$ cat config.mk
export PLATFORM = sky130hd
export DESIGN_NAME = scs_ctrl
export DESIGN_NICKNAME = d
export VERILOG_FILES = /design/src/scs_pkg.sv /design/src/scs_ctrl.sv /design/src/scs_settle.sv
export VERILOG_INCLUDE_DIRS = /design/src
export SDC_FILE = /design/constraint.sdc
export NUM_CORES = 1
export LEC_CHECK = 0
export BUFFER_PORTS_ARGS = -buffer_cell sky130_fd_sc_hd__buf_4
export CAP_MARGIN = 20
export CORE_ASPECT_RATIO = 1.75
export CORE_MARGIN = 2
export CORE_UTILIZATION = 45
export DETAILED_ROUTE_END_ITERATION = 10
export GPL_TIMING_DRIVEN = 0
export HOLD_SLACK_MARGIN = 0.1
export PLACE_DENSITY = 0.82
export SETUP_SLACK_MARGIN = 0.1
export SLEW_MARGIN = 25
export SYNTH_ARGS = -nofsm -noshare
export SYNTH_HDL_FRONTEND = slang
export SYNTH_SLANG_ARGS = --single-unit
$ cat constraint.sdc
create_clock -name clock -period 3.65 [get_ports clock]
set_clock_uncertainty 0.1 [all_clocks]
set_input_delay 0.1825 -clock clock [delete_from_list [all_inputs] [get_ports clock]]
set_output_delay 0.1825 -clock clock [all_outputs]
set_load 0.01 [all_outputs]
$ cat src/scs_defs.svh
// constants for the system clock switch controller
// ****************************************************************
// ****************************************************************
`ifndef SCS_DEFS_SVH
`define SCS_DEFS_SVH

// register byte addresses
`define SCS_ADDR_OSC 12'h000
`define SCS_ADDR_KEY 12'h004
`define SCS_ADDR_IRQ_STAT 12'h008
`define SCS_ADDR_IRQ_MASK 12'h00C
// osc_control_reg fields
`define SCS_BIT_REQ 0
`define SCS_BIT_FAIL 3
`define SCS_BIT_LOCK 5
`define SCS_NEW_LO 8
`define SCS_CUR_LO 12
// unlock keys and window length
`define SCS_KEY1 8'h46
`define SCS_KEY2 8'h57
`define SCS_WIN_CYC 4'h4
// new-clock cycles counted before the transfer
`define SCS_SETTLE_CYC 4'hA
// interrupt status bits
`define SCS_IRQ_DONE 0
`define SCS_IRQ_ABORT 1
`define SCS_IRQ_BITS 2

`endif

$ cat src/scs_pkg.sv
// types for the system clock switch controller
package scs_pkg;
   // source codes held in the select and status fields
   typedef enum logic [2:0] {
      SCS_SRC_FAST = 3'b000,
      SCS_SRC_FAST_PLL = 3'b001,
      SCS_SRC_PRI = 3'b010,
      SCS_SRC_PRI_PLL = 3'b011,
      SCS_SRC_SEC = 3'b100,
      SCS_SRC_LOW_PWR = 3'b101,
      SCS_SRC_RSV6 = 3'b110,
      SCS_SRC_FAST_DIV = 3'b111
   } scs_src_e;

   // one bit for each physical oscillator
   typedef struct packed {
      logic low_power_rc;
      logic secondary_oscillator;
      logic primary_oscillator;
      logic fast_internal_rc;
      logic pll;
   } scs_osc_s;
endpackage

$ cat src/scs_ctrl.sv
// system clock switch controller with apb registers
//
// Implementation choices: the APB interface to the registers and the register addresses.
`timescale 1ns/1ps
`include "scs_defs.svh"
module scs_ctrl
   import scs_pkg::*;
(
   input wire logic clock, // 125 mhz system clock
   input wire logic resetn, // async reset, active low
   input wire logic psel, // apb select
   input wire logic penable, // apb enable
   input wire logic pwrite, // apb direction
   input wire logic [11:0] paddr, // apb byte address
   input wire logic [31:0] pwdata, // apb write data
   input wire logic [3:0] pstrb, // apb byte strobes
   output logic [31:0] prdata, // apb read data
   output logic pready, // apb ready
   output logic pslverr, // apb error
   input wire logic clock_switch_monitor_cfg, // 0 enables switching
   input wire logic [2:0] reset_source_cfg, // source after reset
   input wire logic [1:0] primary_submode_cfg, // fixed primary submode
   input wire logic watchdog_timer_en, // watchdog enabled
   input wire logic secondary_osc_enable, // keep secondary running
   input wire logic osc_startup_timer_done, // startup timer expired
   input wire logic pll_lock_in, // pll lock detect
   input wire logic clock_fail_in, // fail-safe monitor event
   input wire logic new_clk_in, // raw selected new clock
   output scs_osc_s osc_enable, // oscillator enables
   output logic [2:0] sys_clk_select, // mux select of system clock
   output logic [1:0] primary_submode, // submode to primary osc
   output logic irq // level interrupt
);
   // ****************************************************************
   // state and registers
   // ****************************************************************
   typedef enum logic [2:0] {
      SCS_IDLE = 3'b000,
      SCS_CHECK = 3'b001,
      SCS_WAIT_RDY = 3'b010,
      SCS_SETTLE = 3'b011,
      SCS_SWITCH = 3'b100
   } scs_state_e;

   scs_state_e state_reg;
   logic [2:0] cur_reg;
   logic [2:0] new_reg;
   logic req_reg;
   logic lock_reg;
   logic fail_reg;
   logic [1:0] key_st_reg;
   logic [3:0] win_reg;
   logic [2:0] old_reg;
   logic [`SCS_IRQ_BITS-1:0] stat_reg;
   logic [`SCS_IRQ_BITS-1:0] mask_reg;
   logic [1:0] sub_reg;
   logic en_reg;
   logic start_pulse;
   logic settle_done;
   logic nclk_s1, nclk_s2, nclk_s3, lock_s1, lock_s2, tmr_s1, tmr_s2;
   logic fail_s1, fail_s2;
   logic wr, rd, win_open, done_ev, abort_ev;
   logic [31:0] osc_word;
   scs_osc_s need_cur, need_new;

   // true when a source runs from the pll
   function automatic logic uses_pll(input logic [2:0] s);
      return (s == SCS_SRC_FAST_PLL) || (s == SCS_SRC_PRI_PLL);
   endfunction

   // true when a source needs the crystal startup timer
   function automatic logic uses_xtal(input logic [2:0] s);
      return (s == SCS_SRC_PRI) || (s == SCS_SRC_PRI_PLL) ||
         (s == SCS_SRC_SEC);
   endfunction

   // oscillator enables needed to run one source
   function automatic scs_osc_s need(input logic [2:0] s);
      scs_osc_s o;
      o = '0;
      o.pll = uses_pll(s);
      o.primary_oscillator = (s == SCS_SRC_PRI) || (s == SCS_SRC_PRI_PLL);
      o.secondary_oscillator = (s == SCS_SRC_SEC);
      o.low_power_rc = (s == SCS_SRC_LOW_PWR);
      o.fast_internal_rc = (s == SCS_SRC_FAST) || (s == SCS_SRC_FAST_PLL) ||
         (s == SCS_SRC_FAST_DIV);
      return o;
   endfunction

   assign wr = psel && penable && pwrite;
   assign rd = psel && !penable && !pwrite;
   // zero-wait slave; unmapped addresses read zero, no error
   assign pready = 1'b1;
   assign pslverr = 1'b0;
   assign win_open = (win_reg != 4'h0);
   assign osc_word = {17'h0, cur_reg, 1'b0, new_reg, 2'b00, lock_reg,
      1'b0, fail_reg, 2'b00, req_reg};
   // function results held as nets so single fields can be picked
   assign need_cur = need(cur_reg);
   assign need_new = need(new_reg);

   // ****************************************************************
   // synchronisers for asynchronous inputs
   // ****************************************************************
   // crystal and pll status come from analog domains
   always_ff @(posedge clock or negedge resetn) begin
      if (!resetn) begin
         {nclk_s1, nclk_s2, nclk_s3} <= 3'b000;
         {lock_s1, lock_s2, tmr_s1, tmr_s2} <= 4'h0;
         {fail_s1, fail_s2} <= 2'b00;
      end else begin
         nclk_s1 <= new_clk_in;
         nclk_s2 <= nclk_s1;
         nclk_s3 <= nclk_s2;
         lock_s1 <= pll_lock_in;
         lock_s2 <= lock_s1;
         tmr_s1 <= osc_startup_timer_done;
         tmr_s2 <= tmr_s1;
         fail_s1 <= clock_fail_in;
         fail_s2 <= fail_s1;
      end
   end

   // ****************************************************************
   // configuration capture
   // ****************************************************************
   // straps are sampled by a clocked process after reset release
   logic cfg_taken_reg;
   always_ff @(posedge clock or negedge resetn) begin
      if (!resetn) begin
         cfg_taken_reg <= 1'b0;
         en_reg <= 1'b0;
         sub_reg <= 2'b00;
      end else if (!cfg_taken_reg) begin
         cfg_taken_reg <= 1'b1;
         en_reg <= !clock_switch_monitor_cfg;
         sub_reg <= primary_submode_cfg;
      end
   end
   assign primary_submode = sub_reg; // never changed by switching

   // ****************************************************************
   // unlock sequence
   // ****************************************************************
   // key writes open a short window; one protected byte write closes it
   always_ff @(posedge clock or negedge resetn) begin
      if (!resetn) begin
         key_st_reg <= 2'b00;
         win_reg <= 4'h0;
      end else if (wr && paddr == `SCS_ADDR_KEY && pstrb[0]) begin
         if (pwdata[7:0] == `SCS_KEY1) begin
            key_st_reg <= 2'b01;
         end else if (pwdata[7:0] == `SCS_KEY2 && key_st_reg == 2'b01) begin
            key_st_reg <= 2'b00;
            win_reg <= `SCS_WIN_CYC;
         end else begin
            key_st_reg <= 2'b00;
         end
      end else if (wr && paddr == `SCS_ADDR_OSC) begin
         win_reg <= 4'h0; // window used up
      end else if (win_open) begin
         win_reg <= win_reg - 4'h1;
      end
   end

   // ****************************************************************
   // osc_control_reg fields and switch sequence
   // ****************************************************************
   // new-source select, byte 1, only inside window
   always_ff @(posedge clock or negedge resetn) begin
      if (!resetn) begin
         new_reg <= 3'b000;
      end else if (wr && paddr == `SCS_ADDR_OSC && pstrb[1] && win_open &&
                   en_reg && state_reg == SCS_IDLE) begin
         new_reg <= pwdata[`SCS_NEW_LO +: 3]; // any of the sources
      end
   end

   // sequencer; cpu is never stalled while it runs
   always_ff @(posedge clock or negedge resetn) begin
      if (!resetn) begin
         state_reg <= SCS_IDLE;
         req_reg <= 1'b0;
         cur_reg <= 3'b000;
         old_reg <= 3'b000;
      end else begin
         unique case (state_reg)
            SCS_IDLE: begin
               if (!cfg_taken_reg) begin
                  cur_reg <= reset_source_cfg;
                  old_reg <= reset_source_cfg;
               end else if (wr && paddr == `SCS_ADDR_OSC && pstrb[0] &&
                            win_open && en_reg &&
                            pwdata[`SCS_BIT_REQ]) begin
                  req_reg <= 1'b1; // ignored when disabled
                  state_reg <= SCS_CHECK;
               end
            end
            SCS_CHECK: begin
               if (new_reg == cur_reg) begin
                  req_reg <= 1'b0; // redundant request
                  state_reg <= SCS_IDLE;
               end else begin
                  old_reg <= cur_reg;
                  state_reg <= SCS_WAIT_RDY;
               end
            end
            SCS_WAIT_RDY: begin
               // software must route pll to pll via plain fast rc
               if ((!uses_pll(new_reg) || lock_s2) &&
                   (!uses_xtal(new_reg) || tmr_s2)) begin
                  state_reg <= SCS_SETTLE;
               end
            end
            SCS_SETTLE: begin
               if (settle_done) begin
                  state_reg <= SCS_SWITCH;
               end
            end
            SCS_SWITCH: begin
               cur_reg <= new_reg;
               req_reg <= 1'b0; // success
               state_reg <= SCS_IDLE;
            end
            default: state_reg <= SCS_IDLE;
         endcase
      end
   end

   assign start_pulse = (state_reg == SCS_WAIT_RDY) &&
      (!uses_pll(new_reg) || lock_s2) && (!uses_xtal(new_reg) || tmr_s2);

   // lock and fail flags; cleared when a valid switch begins
   always_ff @(posedge clock or negedge resetn) begin
      if (!resetn) begin
         lock_reg <= 1'b0;
         fail_reg <= 1'b0;
      end else begin
         if (state_reg == SCS_CHECK && new_reg != cur_reg) begin
            lock_reg <= 1'b0;
         end else begin
            lock_reg <= lock_s2;
         end
         // a fail event in the clearing cycle still wins
         if (fail_s2 && en_reg) begin
            fail_reg <= 1'b1;
         end else if (state_reg == SCS_CHECK && new_reg != cur_reg) begin
            fail_reg <= 1'b0;
         end
      end
   end

   // settle counter runs on synchronised edges of the new clock
   scs_settle #(.CW(4)) u_settle (
      .clock(clock),
      .resetn(resetn),
      .start(start_pulse),
      .new_clk_tick(nclk_s2 && !nclk_s3),
      .target(`SCS_SETTLE_CYC),
      .done(settle_done)
   );

   // ****************************************************************
   // oscillator enables and clock select
   // ****************************************************************
   // old source drops after the switch, save kept ones
   always_ff @(posedge clock or negedge resetn) begin
      if (!resetn) begin
         osc_enable <= '0;
         sys_clk_select <= 3'b000;
      end else begin
         osc_enable <= need_cur |
            ((state_reg != SCS_IDLE && state_reg != SCS_CHECK) ?
               need_new : '0);
         osc_enable.low_power_rc <= need_cur.low_power_rc ||
            watchdog_timer_en || en_reg ||
            (state_reg inside {SCS_WAIT_RDY, SCS_SETTLE, SCS_SWITCH} &&
             need_new.low_power_rc);
         osc_enable.secondary_oscillator <= need_cur.secondary_oscillator
            || secondary_osc_enable ||
            (state_reg inside {SCS_WAIT_RDY, SCS_SETTLE, SCS_SWITCH} &&
             need_new.secondary_oscillator);
         sys_clk_select <= cur_reg;
      end
   end

   // ****************************************************************
   // interrupts and apb read
   // ****************************************************************
   assign done_ev = (state_reg == SCS_SWITCH);
   assign abort_ev = (state_reg == SCS_CHECK) && (new_reg == cur_reg);

   // sticky status, write one to clear, set beats clear
   always_ff @(posedge clock or negedge resetn) begin
      if (!resetn) begin
         stat_reg <= '0;
         mask_reg <= '0;
      end else begin
         if (wr && paddr == `SCS_ADDR_IRQ_MASK && pstrb[0]) begin
            mask_reg <= pwdata[`SCS_IRQ_BITS-1:0];
         end
         stat_reg <= (stat_reg & ~((wr && paddr == `SCS_ADDR_IRQ_STAT &&
            pstrb[0]) ? pwdata[`SCS_IRQ_BITS-1:0] : '0)) |
            {abort_ev, done_ev};
      end
   end
   assign irq = |(stat_reg & mask_reg);

   // read data registered in the setup cycle
   always_ff @(posedge clock or negedge resetn) begin
      if (!resetn) begin
         prdata <= 32'h0000_0000;
      end else if (rd) begin
         unique case (paddr)
            `SCS_ADDR_OSC: prdata <= osc_word;
            `SCS_ADDR_IRQ_STAT: prdata <= {30'h0, stat_reg};
            `SCS_ADDR_IRQ_MASK: prdata <= {30'h0, mask_reg};
            default: prdata <= 32'h0000_0000;
         endcase
      end
   end
endmodule // scs_ctrl

$ cat src/scs_settle.sv
// counts new-clock cycles before the switchover
`timescale 1ns/1ps
module scs_settle #(
   parameter int CW = 4
) (
   input wire logic clock, // system clock
   input wire logic resetn, // async reset, active low
   input wire logic start, // begin a new count
   input wire logic new_clk_tick, // synchronised new clock edge pulse
   input wire logic [CW-1:0] target, // cycles to count
   output logic done // target reached, level until start
);
   logic [CW-1:0] cnt_reg;
   logic run_reg;

   // count edges of the new source while running
   always_ff @(posedge clock or negedge resetn) begin
      if (!resetn) begin
         cnt_reg <= '0;
         run_reg <= 1'b0;
         done <= 1'b0;
      end else if (start) begin
         cnt_reg <= '0;
         run_reg <= 1'b1;
         done <= 1'b0;
      end else if (run_reg && new_clk_tick) begin
         if (cnt_reg == target - 1'b1) begin
            run_reg <= 1'b0;
            done <= 1'b1;
         end
         cnt_reg <= cnt_reg + 1'b1;
      end
   end
endmodule // scs_settle
==> Flow_metrics.wiki <==
{| class="wikitable"
! Metric !! Value
|-
| Run status || finished, final reports clean
|-
| Number of synthesis warnings || 0
|-
| Initial antenna violation count || 0
|-
| Power per Cell Area || 464.3 nW/um^2
|-
| IO Count || 110
|-
| Setup crit end kind || register
|-
| Synthesized-area fraction occupied by adder cells || 1.788%
|-
| Routability cong. || 0.7778
|-
| Unique masters post-synth || 46
|-
| Number of remaining DRC errors || 0
|-
| Count of clock tree sinks || 58
|-
| Average cell area after synthesis || 10.85 sq um
|-
| Setup Crit Path Kind || reg2reg
|-
| Type of the most critical hold path || in2reg
|-
| Sequential cell area || 1451 sq um
|-
| Static leakage power || 1.846 nW
|-
| Final TNS setup || 0 ps
|-
| Fillers || 500
|-
| Largest family of logic cells by synthesized area || simple AND/OR/NAND/NOR gates
|-
| Number of global-route vias before repair || around 2200
|-
| Worst IR drop on VDD || 0.3613 mV
|-
| Y dimension of the die || 108.3 um
|-
| Slew Limit Headroom || 52.82%
|-
| Cell at the root of the clock tree || sky130_fd_sc_hd__clkbuf_8
|-
| Die Outline Area || 6891 sq um
|-
| Clock-pin slew on the worst setup and hold paths || 70 ps
|-
| Cts-stage hold buffer count || 18
|-
| Global-route wire length before repair || 9722 um
|-
| Final number of hold-violating endpoints || 0
|-
| Fraction of the mapped netlist area in compound gates || 12.52%
|-
| Most common flop cell mapped by yosys || sky130_fd_sc_hd__dfrtp_1
|-
| Number of non-filler instances in the completed layout || approximately 460
|-
| Highest attainable clock frequency || between 0.4 and 0.5 GHz
|-
| HPWL after detailed placement || 4298 um
|-
| CTS tree || yes
|-
| First-pass iteration count of the detailed router || 4
|-
| Nets@finish || 440
|-
| Worst skew pair latency || around 340 ps
|-
| Violation count after the first detailed-routing iteration || 94
|-
| Count of pins over their slew limit || 0
|-
| Portion of synthesized cell area occupied by the leading cell type || about half
|-
| Largest Register || prdata
|-
| Regs by FF count || prdata x10, osc_enable x5
|-
| Fraction of layout cells with a size suffix above 1 || 31.47%
|-
| Post-route fraction of the period consumed by the critical path || between 50% and 60%
|-
| Total wire length || 5829 um
|-
| Max FFs per register || 10
|-
| Count of antenna-violating nets left after detailed routing || 0
|-
| Number of standard cells after synthesis || 258
|-
| Placeable core region || ~6000 sq um
|-
| Chip width || 63.62 um
|-
| Setup repair bufs after CTS || 0
|-
| Residual overflow from global routing || 0
|-
| Transition at the pin with the smallest max-transition slack || 707.7 ps
|-
| Max capacitance violation total || 0
|-
| CP Data Required Time || approximately 3800 ps
|-
| Library cell with the largest summed area after synthesis || sky130_fd_sc_hd__dfrtp_1
|-
| Area Overhead vs Synth || 37.77%
|-
| Number of buffers created by CTS || 9
|-
| Final antenna diode count || 0
|-
| Largest net degree at the start of global routing || between 50 and 60
|-
| Count of endpoints failing setup in the final report || 0
|-
| Signal arrival time at the worst endpoint || 2190 ps
|-
| Via Count || 2211
|-
| Number of buffers on the longest clock path || 2
|-
| Area share of xor/xnor cells in the synthesized design || 1.878%
|-
| Vias per cell || slightly below 5
|-
| Footprint of the multi-input gates || 1177 sq um
|-
| Number of buffers added on ports || 61
|-
| Seq cells post-synth || 58
|-
| PostCTS Resize Cnt || 0
|-
| DR WL/cell || 12.81 um
|-
| Commonest non-fill, non-tap cell in the layout || sky130_fd_sc_hd__buf_4
|-
| Starting density of the core || 45.99%
|-
| Min Tclk post-route || 2073 ps
|-
| Number of instances in the placed design || 422
|-
| Synth Area in Simple Gates || 17.21%
|-
| Multiplexer fraction of the synthesized cell area || 5.096%
|-
| Global-route usage over all layers || 18.35%
|-
| Synthesized area || approximately 2800 sq um
|-
| H-tree depth || 3
|-
| Sort of element at the start of the critical path || register
|-
| Async set or reset register ratio after synthesis || 100.0%
|-
| Largest cells by area after synthesis || sky130_fd_sc_hd__dfrtp_1 (52%), sky130_fd_sc_hd__buf_4 (6.4%), sky130_fd_sc_hd__a22o_1 (4.1%)
|-
| Number of synthesized flops with an enable pin || 0
|-
| Commonest cells after routing, fill and taps aside || sky130_fd_sc_hd__buf_4 (85), sky130_fd_sc_hd__dfrtp_1 (58), sky130_fd_sc_hd__conb_1 (25)
|-
| Critical Path Fanout Max || 4
|-
| Seq/Total Area, Yosys || 51.86%
|-
| RSZ-0062 raised after global routing || false
|-
| Site row count || 38
|}
[metrics by stage]
step                power, mW  hold slack, ps  setup slack (ps)  cell area [sq um]  util, %
floorplan              0.9990          -213.1              1702               2885        -
global placement        1.099           177.1              1650               3443    56.58
detailed placement      1.124           180.8              1584               3443    56.58
CTS                     1.805           133.5              1578               3850    63.26
global route            1.899           141.0              1500               3856    63.36
finish                  1.790           146.5              1577               3856    63.36
[path summary, 6_finish.rpt]
check                                start            endpoint  slack [ps]  cells after the start
worst min register to register     fail_s1             fail_s2         250                      0
worst max register to register  win_reg[0]          new_reg[1]        1580                      6
worst max-delay path            win_reg[0]          new_reg[1]        1580                      6
max in group asynchronous           resetn  primary_submode[0]        2630                      2
worst min-delay path              paddr[3]           prdata[9]         150                      3
min in group asynchronous           resetn          cur_reg[0]         350                      2
[critical path, stage by stage (launching register included)]
cell and delay [ps]:
sky130_fd_sc_hd__dfrtp_1 370, sky130_fd_sc_hd__inv_1 80, sky130_fd_sc_hd__ha_1 220, sky130_fd_sc_hd__or3b_2 230
sky130_fd_sc_hd__nand4_1 110, sky130_fd_sc_hd__or4_4 540, sky130_fd_sc_hd__mux2_4 310
[power by group]
part | internal, mW | leakage, nW | total [mW] | switching, mW
clock network | 0.418 | 0.108 | 0.661 | 0.244
registers | 0.715 | 0.702 | 0.779 | 0.0647
logic | 0.185 | 1.04 | 0.350 | 0.165
total | 1.32 | 1.85 | 1.79 | 0.473
[kinds of logic (layout without fill, tap and decap cells)]
family | Yosys count | after routing
AOI/OAI and AO/OA | 49 | 49
muxes | 12 | 12
DFF | 58 | 58
buffers and inverters | 46 | 140
adders and majority gates | 4 | 4
other | 2 | 25
xor gates and xnor gates | 6 | 6
and+or+nand+nor | 81 | 81
[layer usage]
| metal | GRT usage [%] | up-vias | wire [um] |
|---|---|---|---|
| met3 | 5.099 | 9 | 320 |
| li1 | - | 1086 | - |
| met5 | 0 | - | 0 |
| met2 | 32.71 | 80 | 3277 |
| met1 | 19.85 | 1036 | 2118 |
| met4 | 8.696 | 0 | 113 |
[synth_stat cells, drive strengths merged, types with 7 or more instances]
cell type	number
dfrtp	58
buf	24
nor2	17
nand2	15
a22o	13
clkbuf	11
inv	11
o21ai	10
mux2	9
a21oi	8
nand2b	7
[area by class of cell]
class	instances	area share (%)
well taps	80	2.596
clock inverters	4	1.947
inverters	11	1.071
plain buffers	35	5.743
repair buffers	79	16.55
clock buffers	11	3.926
multi-input cells	177	30.53
flip-flops and latches	58	37.64
Power figures use the tool's default switching activity.
